`src/logic/lmaa_pkg.sv`:
```
// Constants for the load monitor alarm and autoset block.
// Assumes a 100 MHz core clock and a byte-addressed register port.
package lmaa_pkg;
   // Timing
   localparam int CLK_PERIOD_NS = 10;
   localparam int TENTH_NS      = 100_000_000;
   localparam int TENTH_CYCLES  = TENTH_NS / CLK_PERIOD_NS;
   localparam int TENTHS_PER_S  = 10;
   // Field widths
   localparam int LEVEL_W  = 8;
   localparam int MARGIN_W = 7;
   localparam int DELAY_W  = 10;
   localparam int START_W  = 10;
   localparam int ACT_W    = 3;
   localparam int ACT_FW   = 4;
   localparam int N_ALARM  = 6;
   localparam int N_LOAD   = 4;
   localparam int IRQ_W    = 8;
   localparam logic [7:0] LEVEL_MAX = 8'hC8;
   // Register byte addresses
   localparam logic [7:0] ADDR_LEVEL_BASE  = 8'h00;
   localparam logic [7:0] ADDR_DELAY_BASE  = 8'h10;
   localparam logic [7:0] ADDR_MARGIN_BASE = 8'h20;
   localparam logic [7:0] ADDR_START_DELAY = 8'h30;
   localparam logic [7:0] ADDR_ACTIONS     = 8'h34;
   localparam logic [7:0] ADDR_DI_ASSIGN   = 8'h38;
   localparam logic [7:0] ADDR_AUTOSET     = 8'h3C;
   localparam logic [7:0] ADDR_NORMAL_LOAD = 8'h40;
   localparam logic [7:0] ADDR_STATUS      = 8'h44;
   localparam logic [7:0] ADDR_IRQ_STAT    = 8'h48;
   localparam logic [7:0] ADDR_IRQ_MASK    = 8'h4C;
   // Reset values
   localparam logic [7:0]  HI_ALARM_LEVEL_RST = 8'h74;
   localparam logic [7:0]  HI_PRE_LEVEL_RST   = 8'h6C;
   localparam logic [7:0]  LO_PRE_LEVEL_RST   = 8'h5C;
   localparam logic [7:0]  LO_ALARM_LEVEL_RST = 8'h54;
   localparam logic [9:0]  DELAY_RST          = 10'h005;
   localparam logic [6:0]  ALARM_MARGIN_RST   = 7'h10;
   localparam logic [6:0]  PRE_MARGIN_RST     = 7'h08;
   localparam logic [9:0]  START_DELAY_RST    = 10'h00A;
   localparam logic [23:0] ACTIONS_RST        = 24'h110000;
   localparam logic [7:0]  IRQ_MASK_RST       = 8'h00;
   // Action codes
   localparam logic [2:0] ACT_NONE = 3'h0;
   localparam logic [2:0] ACT_HARD = 3'h1;
   localparam logic [2:0] ACT_SOFT = 3'h3;
   localparam logic [2:0] ACT_WARN = 3'h4;
   // Digital input functions
   localparam logic [1:0] DI_NONE    = 2'h0;
   localparam logic [1:0] DI_EXT1    = 2'h1;
   localparam logic [1:0] DI_EXT2    = 2'h2;
   localparam logic [1:0] DI_AUTOSET = 2'h3;
   // Autoset command and result bits
   localparam logic       AUTOSET_YES  = 1'b1;
   localparam int         NL_VALID_BIT = 8;
   localparam int         IRQ_AS_OK    = 6;
   localparam int         IRQ_AS_FAIL  = 7;
   localparam int         ST_START_BIT = 7;
   localparam int         ST_BASE_BIT  = 6;
endpackage

```
`src/logic/lmaa_delay_timer.sv`:
```
// Qualification timer for one load threshold.
// Assumes tick is a one-cycle pulse every tenth of a second.
`timescale 1ns/10ps
`default_nettype none
module lmaa_delay_timer #(
   parameter int CNT_W = 10
) (
   input  wire logic             core_clk,
   input  wire logic             rst_b,
   input  wire logic             cond,
   input  wire logic             tick,
   input  wire logic [CNT_W-1:0] delay,
   output var  logic             fired
);
   logic [CNT_W-1:0] cnt_reg;

   // Count tenths while the violation holds; any lapse restarts it
   always_ff @(posedge core_clk or negedge rst_b) begin
      if (!rst_b) begin
         cnt_reg <= '0;
      end else if (!cond) begin
         cnt_reg <= '0; // RULE17
      end else if (tick && cnt_reg < delay) begin
         cnt_reg <= cnt_reg + CNT_W'(1);
      end
   end

   // Fire only once the full delay has run without a break
   always_ff @(posedge core_clk or negedge rst_b) begin
      if (!rst_b) begin
         fired <= 1'b0;
      end else begin
         fired <= cond && (cnt_reg >= delay); // RULE1 RULE15 RULE16
      end
   end
endmodule
`default_nettype wire

```
`src/logic/lmaa_load_monitor.sv`:
```
// Load monitor alarms with autoset and external alarm inputs.
// Assumes shaft_power and run_cmd come from logic on core_clk;
// digital inputs are asynchronous pins.
// Functional notes
// RULE1 - Low alarm fires after uninterrupted delay
// RULE2 - Start delay masks load alarms after run
// RULE3 - Autoset captures power then recomputes levels
// RULE4 - High levels are baseline plus margins
// RULE5 - Low levels are baseline minus margins
// RULE6 - Margin writes leave active levels alone
// RULE7 - Manual level write turns baseline off
// RULE8 - Baseline read-only, Off at reset, 0-200 (autoset stores shaft_power unclamped, so up to 255)
// RULE9 - Autoset command: 0 No, 1 Yes
// RULE10 - Autoset fails if stopped or starting
// RULE11 - Autoset input acts on rising edge
// RULE12 - Inputs raise enabled external alarms
// RULE13 - Inputs on same alarm are ORed
// RULE14 - External action codes 0,1,3,4; hard default
// RULE15 - High alarms fire after their delay
// RULE16 - Low pre-alarm fires after its delay
// RULE17 - Timers restart when violation lapses
// RULE18 - Computed levels saturate, never wrap
//
// The address-and-strobe port and the address map were left to the implementer.
`timescale 1ns/10ps
`default_nettype none
module lmaa_load_monitor #(
   parameter int N_DI        = 4,
   parameter int TICK_CYCLES = lmaa_pkg::TENTH_CYCLES
) (
   input  wire logic            core_clk,
   input  wire logic            rst_b,
   input  wire logic [7:0]      shaft_power,
   input  wire logic            run_cmd,
   input  wire logic [N_DI-1:0] din,
   input  wire logic [7:0]      addr,
   input  wire logic [31:0]     wdata,
   input  wire logic            wr_stb,
   input  wire logic            rd_stb,
   output var  logic [31:0]     rdata,
   output var  logic            irq,
   output var  logic            trip_hard,
   output var  logic            trip_soft,
   output var  logic            trip_warn,
   output var  logic [5:0]      alarm_active
);
   localparam int NA = lmaa_pkg::N_ALARM;
   localparam int NL = lmaa_pkg::N_LOAD;

   logic [7:0]       level_reg [NL];
   logic [9:0]       delay_reg [NL];
   logic [6:0]       margin_reg [NL];
   logic [9:0]       start_delay_reg;
   logic [23:0]      actions_reg;
   logic [2*N_DI-1:0] di_assign_reg;
   logic [7:0]       baseline_reg;
   logic             baseline_valid_reg;
   logic [7:0]       irq_stat_reg;
   logic [7:0]       irq_mask_reg;
   logic [31:0]      tick_cnt_reg;
   logic [13:0]      start_cnt_reg;
   logic             run_prev_reg;
   logic [N_DI-1:0]  di_s1_reg;
   logic [N_DI-1:0]  di_s2_reg;
   logic [N_DI-1:0]  di_prev_reg;
   logic [NA-1:0]    active_prev_reg;
   logic             tick;
   logic             start_done;
   logic             as_req;
   logic             as_ok;
   logic [N_DI-1:0]  as_edge;
   logic [1:0]       ext_req;
   logic [NL-1:0]    fired;
   logic [NA-1:0]    cond_act;
   localparam int IRQ_W_L = lmaa_pkg::IRQ_W;
   logic [IRQ_W_L-1:0] irq_ev;
   logic [13:0]      start_limit;
   logic             lvl_wr;
   logic             dly_wr;
   logic             mar_wr;
   logic [31:0]      rd_mux;

   // Saturating helpers so computed levels never wrap
   function automatic logic [7:0] sat_add(input logic [7:0] b,
                                          input logic [6:0] m);
      logic [8:0] s;
      s = {1'b0, b} + {2'b00, m};
      sat_add = (s > {1'b0, lmaa_pkg::LEVEL_MAX}) ? lmaa_pkg::LEVEL_MAX
                                                  : s[7:0]; // RULE18
   endfunction

   function automatic logic [7:0] sat_sub(input logic [7:0] b,
                                          input logic [6:0] m);
      sat_sub = (b > {1'b0, m}) ? b - {1'b0, m} : 8'h00; // RULE18
   endfunction

   // Register decode
   assign lvl_wr = wr_stb && addr[7:4] == lmaa_pkg::ADDR_LEVEL_BASE[7:4];
   assign dly_wr = wr_stb && addr[7:4] == lmaa_pkg::ADDR_DELAY_BASE[7:4];
   assign mar_wr = wr_stb && addr[7:4] == lmaa_pkg::ADDR_MARGIN_BASE[7:4];

   // Tenth-second prescaler shared by all timers
   assign tick = tick_cnt_reg == 32'(TICK_CYCLES - 1);
   always_ff @(posedge core_clk or negedge rst_b) begin
      if (!rst_b) begin
         tick_cnt_reg <= 32'h0;
      end else begin
         tick_cnt_reg <= tick ? 32'h0 : tick_cnt_reg + 32'h1;
      end
   end

   // Start delay runs from the run command's rising edge
   assign start_limit = 14'({4'h0, start_delay_reg} * lmaa_pkg::TENTHS_PER_S);
   assign start_done  = run_cmd && run_prev_reg &&
                        start_cnt_reg >= start_limit;
   always_ff @(posedge core_clk or negedge rst_b) begin
      if (!rst_b) begin
         run_prev_reg  <= 1'b0;
         start_cnt_reg <= 14'h0;
      end else begin
         run_prev_reg <= run_cmd;
         if (!run_cmd || !run_prev_reg) begin
            start_cnt_reg <= 14'h0; // RULE2
         end else if (tick && start_cnt_reg < start_limit) begin
            start_cnt_reg <= start_cnt_reg + 14'h1;
         end
      end
   end

   // Two-stage pin synchroniser, then a delayed copy for edges
   always_ff @(posedge core_clk or negedge rst_b) begin
      if (!rst_b) begin
         di_s1_reg   <= '0;
         di_s2_reg   <= '0;
         di_prev_reg <= '0;
      end else begin
         di_s1_reg   <= din;
         di_s2_reg   <= di_s1_reg;
         di_prev_reg <= di_s2_reg;
      end
   end

   // Input functions: autoset edges and ORed external alarms
   always_comb begin
      ext_req = 2'b00;
      as_edge = '0;
      for (int k = 0; k < N_DI; k++) begin
         if (di_assign_reg[2*k +: 2] == lmaa_pkg::DI_EXT1) begin
            ext_req[0] = ext_req[0] | di_s2_reg[k]; // RULE13
         end
         if (di_assign_reg[2*k +: 2] == lmaa_pkg::DI_EXT2) begin
            ext_req[1] = ext_req[1] | di_s2_reg[k]; // RULE13
         end
         if (di_assign_reg[2*k +: 2] == lmaa_pkg::DI_AUTOSET) begin
            as_edge[k] = di_s2_reg[k] & ~di_prev_reg[k]; // RULE11
         end
      end
   end

   // Autoset only succeeds once the motor runs past its start delay
   assign as_req = (wr_stb && addr == lmaa_pkg::ADDR_AUTOSET &&
                    wdata[0] == lmaa_pkg::AUTOSET_YES) || |as_edge; // RULE9
   assign as_ok  = as_req && start_done; // RULE10

   // Levels: autoset recompute wins over a manual write in one cycle
   always_ff @(posedge core_clk or negedge rst_b) begin
      if (!rst_b) begin
         level_reg[0]       <= lmaa_pkg::HI_ALARM_LEVEL_RST;
         level_reg[1]       <= lmaa_pkg::HI_PRE_LEVEL_RST;
         level_reg[2]       <= lmaa_pkg::LO_PRE_LEVEL_RST;
         level_reg[3]       <= lmaa_pkg::LO_ALARM_LEVEL_RST;
         baseline_reg       <= 8'h00;
         baseline_valid_reg <= 1'b0; // RULE8
      end else if (as_ok) begin
         baseline_reg       <= shaft_power; // RULE3
         baseline_valid_reg <= 1'b1;
         level_reg[0] <= sat_add(shaft_power, margin_reg[0]); // RULE4
         level_reg[1] <= sat_add(shaft_power, margin_reg[1]); // RULE4
         level_reg[2] <= sat_sub(shaft_power, margin_reg[2]); // RULE5
         level_reg[3] <= sat_sub(shaft_power, margin_reg[3]); // RULE5
      end else if (lvl_wr) begin
         level_reg[addr[3:2]] <= (wdata[7:0] > lmaa_pkg::LEVEL_MAX) ?
                                 lmaa_pkg::LEVEL_MAX : wdata[7:0];
         baseline_reg         <= 8'h00; // Off reads as all zero
         baseline_valid_reg   <= 1'b0; // RULE7
      end
   end

   // Margins only feed the next autoset, never the live levels
   always_ff @(posedge core_clk or negedge rst_b) begin
      if (!rst_b) begin
         margin_reg[0] <= lmaa_pkg::ALARM_MARGIN_RST;
         margin_reg[1] <= lmaa_pkg::PRE_MARGIN_RST;
         margin_reg[2] <= lmaa_pkg::PRE_MARGIN_RST;
         margin_reg[3] <= lmaa_pkg::ALARM_MARGIN_RST;
      end else if (mar_wr) begin
         margin_reg[addr[3:2]] <= wdata[6:0]; // RULE6
      end
   end

   // Plain configuration registers
   always_ff @(posedge core_clk or negedge rst_b) begin
      if (!rst_b) begin
         for (int i = 0; i < NL; i++) begin
            delay_reg[i] <= lmaa_pkg::DELAY_RST;
         end
         start_delay_reg <= lmaa_pkg::START_DELAY_RST;
         actions_reg     <= lmaa_pkg::ACTIONS_RST; // RULE14
         di_assign_reg   <= '0;
         irq_mask_reg    <= lmaa_pkg::IRQ_MASK_RST;
      end else if (wr_stb) begin
         if (dly_wr) begin
            delay_reg[addr[3:2]] <= wdata[9:0];
         end
         if (addr == lmaa_pkg::ADDR_START_DELAY) begin
            start_delay_reg <= wdata[9:0];
         end
         if (addr == lmaa_pkg::ADDR_ACTIONS) begin
            actions_reg <= wdata[23:0];
         end
         if (addr == lmaa_pkg::ADDR_DI_ASSIGN) begin
            di_assign_reg <= wdata[2*N_DI-1:0];
         end
         if (addr == lmaa_pkg::ADDR_IRQ_MASK) begin
            irq_mask_reg <= wdata[7:0];
         end
      end
   end

   // One qualified condition per alarm; load alarms wait on start delay
   for (genvar i = 0; i < NA; i++) begin : g_alarm
      if (i < NL) begin : g_load
         logic viol;
         assign viol = (i < 2) ? shaft_power > level_reg[i]
                               : shaft_power < level_reg[i];
         lmaa_delay_timer #(
            .CNT_W (lmaa_pkg::DELAY_W)
         ) u_timer (
            .core_clk (core_clk),
            .rst_b    (rst_b),
            .cond     (viol && start_done), // RULE2
            .tick     (tick),
            .delay    (delay_reg[i]),
            .fired    (fired[i])
         );
         assign cond_act[i] = fired[i] &&
            actions_reg[i*lmaa_pkg::ACT_FW +: 3] != lmaa_pkg::ACT_NONE;
      end else begin : g_ext
         assign cond_act[i] = ext_req[i-NL] &&
            actions_reg[i*lmaa_pkg::ACT_FW +: 3] != lmaa_pkg::ACT_NONE; // RULE12
      end
   end

   // Registered alarm and action outputs
   always_ff @(posedge core_clk or negedge rst_b) begin
      if (!rst_b) begin
         alarm_active    <= '0;
         active_prev_reg <= '0;
         trip_hard       <= 1'b0;
         trip_soft       <= 1'b0;
         trip_warn       <= 1'b0;
      end else begin
         alarm_active    <= cond_act;
         active_prev_reg <= alarm_active;
         trip_hard       <= 1'b0;
         trip_soft       <= 1'b0;
         trip_warn       <= 1'b0;
         for (int i = 0; i < NA; i++) begin
            if (cond_act[i]) begin
               case (actions_reg[i*lmaa_pkg::ACT_FW +: 3]) // RULE14
                  lmaa_pkg::ACT_HARD: trip_hard <= 1'b1;
                  lmaa_pkg::ACT_SOFT: trip_soft <= 1'b1;
                  lmaa_pkg::ACT_WARN: trip_warn <= 1'b1;
                  default:            ; // Unknown codes drive no trip
               endcase
            end
         end
      end
   end

   // Sticky events; a new event beats a same-cycle clear
   assign irq_ev = {as_req && !start_done, as_ok,
                    alarm_active & ~active_prev_reg};
   always_ff @(posedge core_clk or negedge rst_b) begin
      if (!rst_b) begin
         irq_stat_reg <= 8'h00;
      end else if (wr_stb && addr == lmaa_pkg::ADDR_IRQ_STAT) begin
         irq_stat_reg <= (irq_stat_reg & ~wdata[7:0]) | irq_ev;
      end else begin
         irq_stat_reg <= irq_stat_reg | irq_ev;
      end
   end
   assign irq = |(irq_stat_reg & irq_mask_reg);

   // Read mux; unmapped addresses read zero
   always_comb begin
      rd_mux = 32'h0;
      case (addr[7:4])
         lmaa_pkg::ADDR_LEVEL_BASE[7:4]:  rd_mux[7:0] = level_reg[addr[3:2]];
         lmaa_pkg::ADDR_DELAY_BASE[7:4]:  rd_mux[9:0] = delay_reg[addr[3:2]];
         lmaa_pkg::ADDR_MARGIN_BASE[7:4]: rd_mux[6:0] = margin_reg[addr[3:2]];
         default: begin
            case (addr)
               lmaa_pkg::ADDR_START_DELAY: rd_mux[9:0] = start_delay_reg;
               lmaa_pkg::ADDR_ACTIONS:     rd_mux[23:0] = actions_reg;
               lmaa_pkg::ADDR_DI_ASSIGN:   rd_mux[2*N_DI-1:0] = di_assign_reg;
               lmaa_pkg::ADDR_NORMAL_LOAD: rd_mux[8:0] =
                  {baseline_valid_reg, baseline_reg}; // RULE8
               lmaa_pkg::ADDR_STATUS:      rd_mux[7:0] =
                  {start_done, baseline_valid_reg, alarm_active};
               lmaa_pkg::ADDR_IRQ_STAT:    rd_mux[7:0] = irq_stat_reg;
               lmaa_pkg::ADDR_IRQ_MASK:    rd_mux[7:0] = irq_mask_reg;
               default:                    rd_mux = 32'h0;
            endcase
         end
      endcase
   end

   // Read data stand only in the cycle after the strobe
   always_ff @(posedge core_clk or negedge rst_b) begin
      if (!rst_b) begin
         rdata <= 32'h0;
      end else begin
         rdata <= rd_stb ? rd_mux : 32'h0;
      end
   end
endmodule
`default_nettype wire

```
`config.mk`:
```
export PLATFORM = sky130hd
export DESIGN_NAME = lmaa_load_monitor
export DESIGN_NICKNAME = d
export VERILOG_FILES = /design/src/logic/lmaa_pkg.sv /design/src/logic/lmaa_delay_timer.sv /design/src/logic/lmaa_load_monitor.sv
export SDC_FILE = /design/constraint.sdc
export NUM_CORES = 1
export LEC_CHECK = 0
export ABC_AREA = 1
export ABC_CLOCK_PERIOD_IN_PS = 5150
export BUFFER_PORTS_ARGS = -buffer_cell sky130_fd_sc_hd__clkbuf_2
export CORE_MARGIN = 4
export CORE_UTILIZATION = 45
export CTS_BUF_LIST = sky130_fd_sc_hd__clkbuf_8
export DETAILED_ROUTE_END_ITERATION = 6
export GPL_TIMING_DRIVEN = 0
export SLEW_MARGIN = 5
export SYNTH_ARGS = -nofsm -noshare
export SYNTH_HDL_FRONTEND = slang
export SYNTH_SLANG_ARGS = --single-unit
```
`constraint.sdc`:
```
create_clock -name core_clk -period 5.15 [get_ports core_clk]
set_clock_uncertainty 0.1 [all_clocks]
set_input_delay 0.515 -clock core_clk [delete_from_list [all_inputs] [get_ports core_clk]]
set_output_delay 0.515 -clock core_clk [all_outputs]
set_load 0.01 [all_outputs]
```
==> impl_metrics.ini <==
[final_layout]
fin_cells = 3239
drive_gt1_share_pct = 10.3
finalNetCount = 2848
fin_util_pct = 51.9
syn_to_final_growth_pct = 14.0
antenna_cells = 0

[synth]
synth_ff_type = dfrtp_1
yosys.area.top_type_share_pct = 36.5
ys_warn_count = 0
avgSynthCellArea_um2 = 7.67
async_reset_ff_share_pct = 100
ys_ff_latch = 309
synth.most_common_cell = nand2_1
synth_top_cell_by_area = dfrtp_1
yosysUniqueCellTypes = 59
ys_top_cells_by_count = nand2_1 (583), inv_1 (344), dfrtp_1 (278), o21ai_0 (224), nor2_1 (211)
syn_area_um2 = 19000
synth_seq_area_share_pct = 40.8
synth_edf_count = 0
postSynthCellCount = 2482
synth.area.top_cells = dfrtp_1 (37%), nand2_1 (11%), ha_1 (8.7%)

[die]
fp.dieH_um = 214
fp-row-count = 75
die_w_um = 214
dieArea_um2 = 45700
io_pins = 99
start_util_pct = 45.5
coreArea_um2 = 41900

[timing]
post-route-min-period_ns = 4.57
fmax_ghz = 0.219
rsz0062_at_grt = false
finalSetupTns_ns = 0
drv_slew = 0
hold_ws_ns = 0.0820
tightest_slew_ns = 1.25
setup_viol = 0
slew_headroom_pct = 16.7
finalCritPeriodShare_pct = 88.8
hold_viol_final = 0

[cts]
cts_made_buffers = 57
ctsResizeCount = 0
cts_buffer_depth = 3
post-cts-setup-buffer-count = 0
cts_tree = done
cts.sinks = 309
clk_pin_slew_ns = 0.07
htree_levels = 2
root_buffer = clkbuf_8
insertion_delay_ns = 0.67

[drt]
routed-wl-met3_um = 5660
num_vias = 17600
drt_iter0_drc = 1682
wl_met2_um = 26500
via_per_inst = 5.43
drt_pass1_iterations = 7
totalWireLength_um = 62900
drcViolationCount = 0
wl_met1_um = 28400
ant_nets = 0
top_layer = met5
wl_per_cell_um = 19.4

[power]
power.internal_uw = 4510
pwr-share-comb_pct = 19.0
power.switching_uw = 2120
static-leakage-power_uw = 0.0108
powerDensity_nw_per_um2 = 305
switching_share_pct = 32.0
irDropWorstVdd_uv = 183
power.share.sequential_pct = 41.9
clockPowerShare_pct = 39.1

[worst_setup_path]
endpoint_kind = flip-flop
start_kind = flip-flop
cpPeakStageDelay_ns = 0.58
cp_cell_sequence = ha_1, ha_1, inv_1, fa_1, o21ai_0, a21oi_1, nor2_1, nor2_1, xor2_1, ha_1, nand2_1, nor2_1, and2_1, nand3_1, nand3_2, nand2_2, inv_2, nand3_1, a21oi_1
arrival_ns = 4.98
slowest_stage = dfstp_2
path_max_fanout = 7
cp.required_ns = 5.56
worstSetupPathType = flip-flop to flip-flop

[job]
cap_violations = 0

[place]
gp_congestion = 0.971
placedCellCount = 3111
port_buffers = 80
detailed_place_hpwl_um = 47600

[worst_hold_path]
hp-class = input pin to flip-flop

[global_route]
overflow = 0
grt_start_max_net_pins = 100
antenna_found_initial = 2
grt_pass1_vias = 16500
grt_pass1_wl_um = 95900
grt_util_all_layers_pct = 27.4

[run_status]
status = finished clean
[cell type report]
type | instances | area, µm²
clock inverter | 27 | 175
inverter | 359 | 1350
sequential | 309 | 7770
timing repair buffer | 105 | 712
fill | 4098 | 20100
buffer | 67 | 339
clock buffer | 79 | 1090
multi-input combinational | 1754 | 9610
tap | 539 | 674
[critical path: cells and delay by family (launching register included)]
kind | cells | cell delay, ns
AOI/OAI and AO/OA | 3 | 0.99
DFF | 1 | 0.58
xor gates and xnor gates | 1 | 0.14
and+or+nand+nor | 9 | 1.28
buffers and inverters | 2 | 0.29
adders and majority gates | 4 | 1.05
[cells by family after synthesis]
family / Yosys count / share of synthesized area (%)
xor gates and xnor gates: 73 / 3.36
AOI/OAI and AO/OA: 415 / 12.1
other: 1 / 0.0197
buffers and inverters: 426 / 8.86
muxes: 1 / 0.0526
and+or+nand+nor: 1119 / 25.6
DFF: 309 / 40.8
adders and majority gates: 138 / 9.26
[power by group through the flow]
stage,clock (µW),combinational [µW],sequential (µW)
2_1_floorplan,0,813,2760
4_1_cts,2650,1250,2770
6_report,2590,1260,2780
3_3_place_gp,0,1200,2810
3_5_place_dp,0,1230,2810
5_1_grt,2770,1430,2790
[placed cells by master (no fill, tap or decap), types with 35 or more instances in the layout]
master and n:
nor2_1 211, clkbuf_2 79, nand2_1 583, clkbuf_8 80, dfrtp_1 278, nand3_1 145, nor3_1 62, o21ai_0 224
o22ai_1 38, nand4_1 57, xor2_1 62, a21oi_1 90, inv_1 360, ha_1 133, clkbuf_1 35
[routing by layer]
| metal | vias to the layer above | GRT usage, % |
|---|---|---|
| li1 | 8487 | - |
| met2 | 678 | 40.3 |
| met3 | 122 | 7.15 |
| met5 | - | 0 |
| met1 | 8288 | 39.4 |
| met4 | 2 | 9.91 |
[through the flow]
step	setup WS (ns)	area, µm²	total power, µW
CTS	0.552	21700	6670
detailed placement	0.577	20200	4040
floorplan	1.59	19100	3570
global route	0.197	21700	6990
global placement	-3.32	20100	4010
finish	0.576	21700	6630
[path summary, 6_finish.rpt]
kind	slack (ns)	startpoint	end	cells after the start
setup / recovery	0.58	start_delay_reg[1]$_DFFE_PN1P_	g_alarm[3].g_load.u_timer.fired$_DFF_PN0_	19
hold / removal	0.08	wdata[0]	actions_reg[0]$_DFFE_PN0P_	3
setup reg to reg	0.58	start_delay_reg[1]$_DFFE_PN1P_	g_alarm[3].g_load.u_timer.fired$_DFF_PN0_	19
hold reg to reg	0.25	di_s1_reg[3]$_DFF_PN0_	di_s2_reg[3]$_DFF_PN0_	0
max in group asynchronous	3.66	rst_b	level_reg[2]$_DFFE_PN1P_	3
min in group asynchronous	0.34	rst_b	start_cnt_reg[11]$_DFFE_PN0P_	2
[repair_timing]
action                     4_1_cts  5_1_grt
hold buffers                    22        0
hold endpoints to repair        82        0
setup endpoints to repair        0        0
Note: power is estimated with default switching activity, not from simulation.
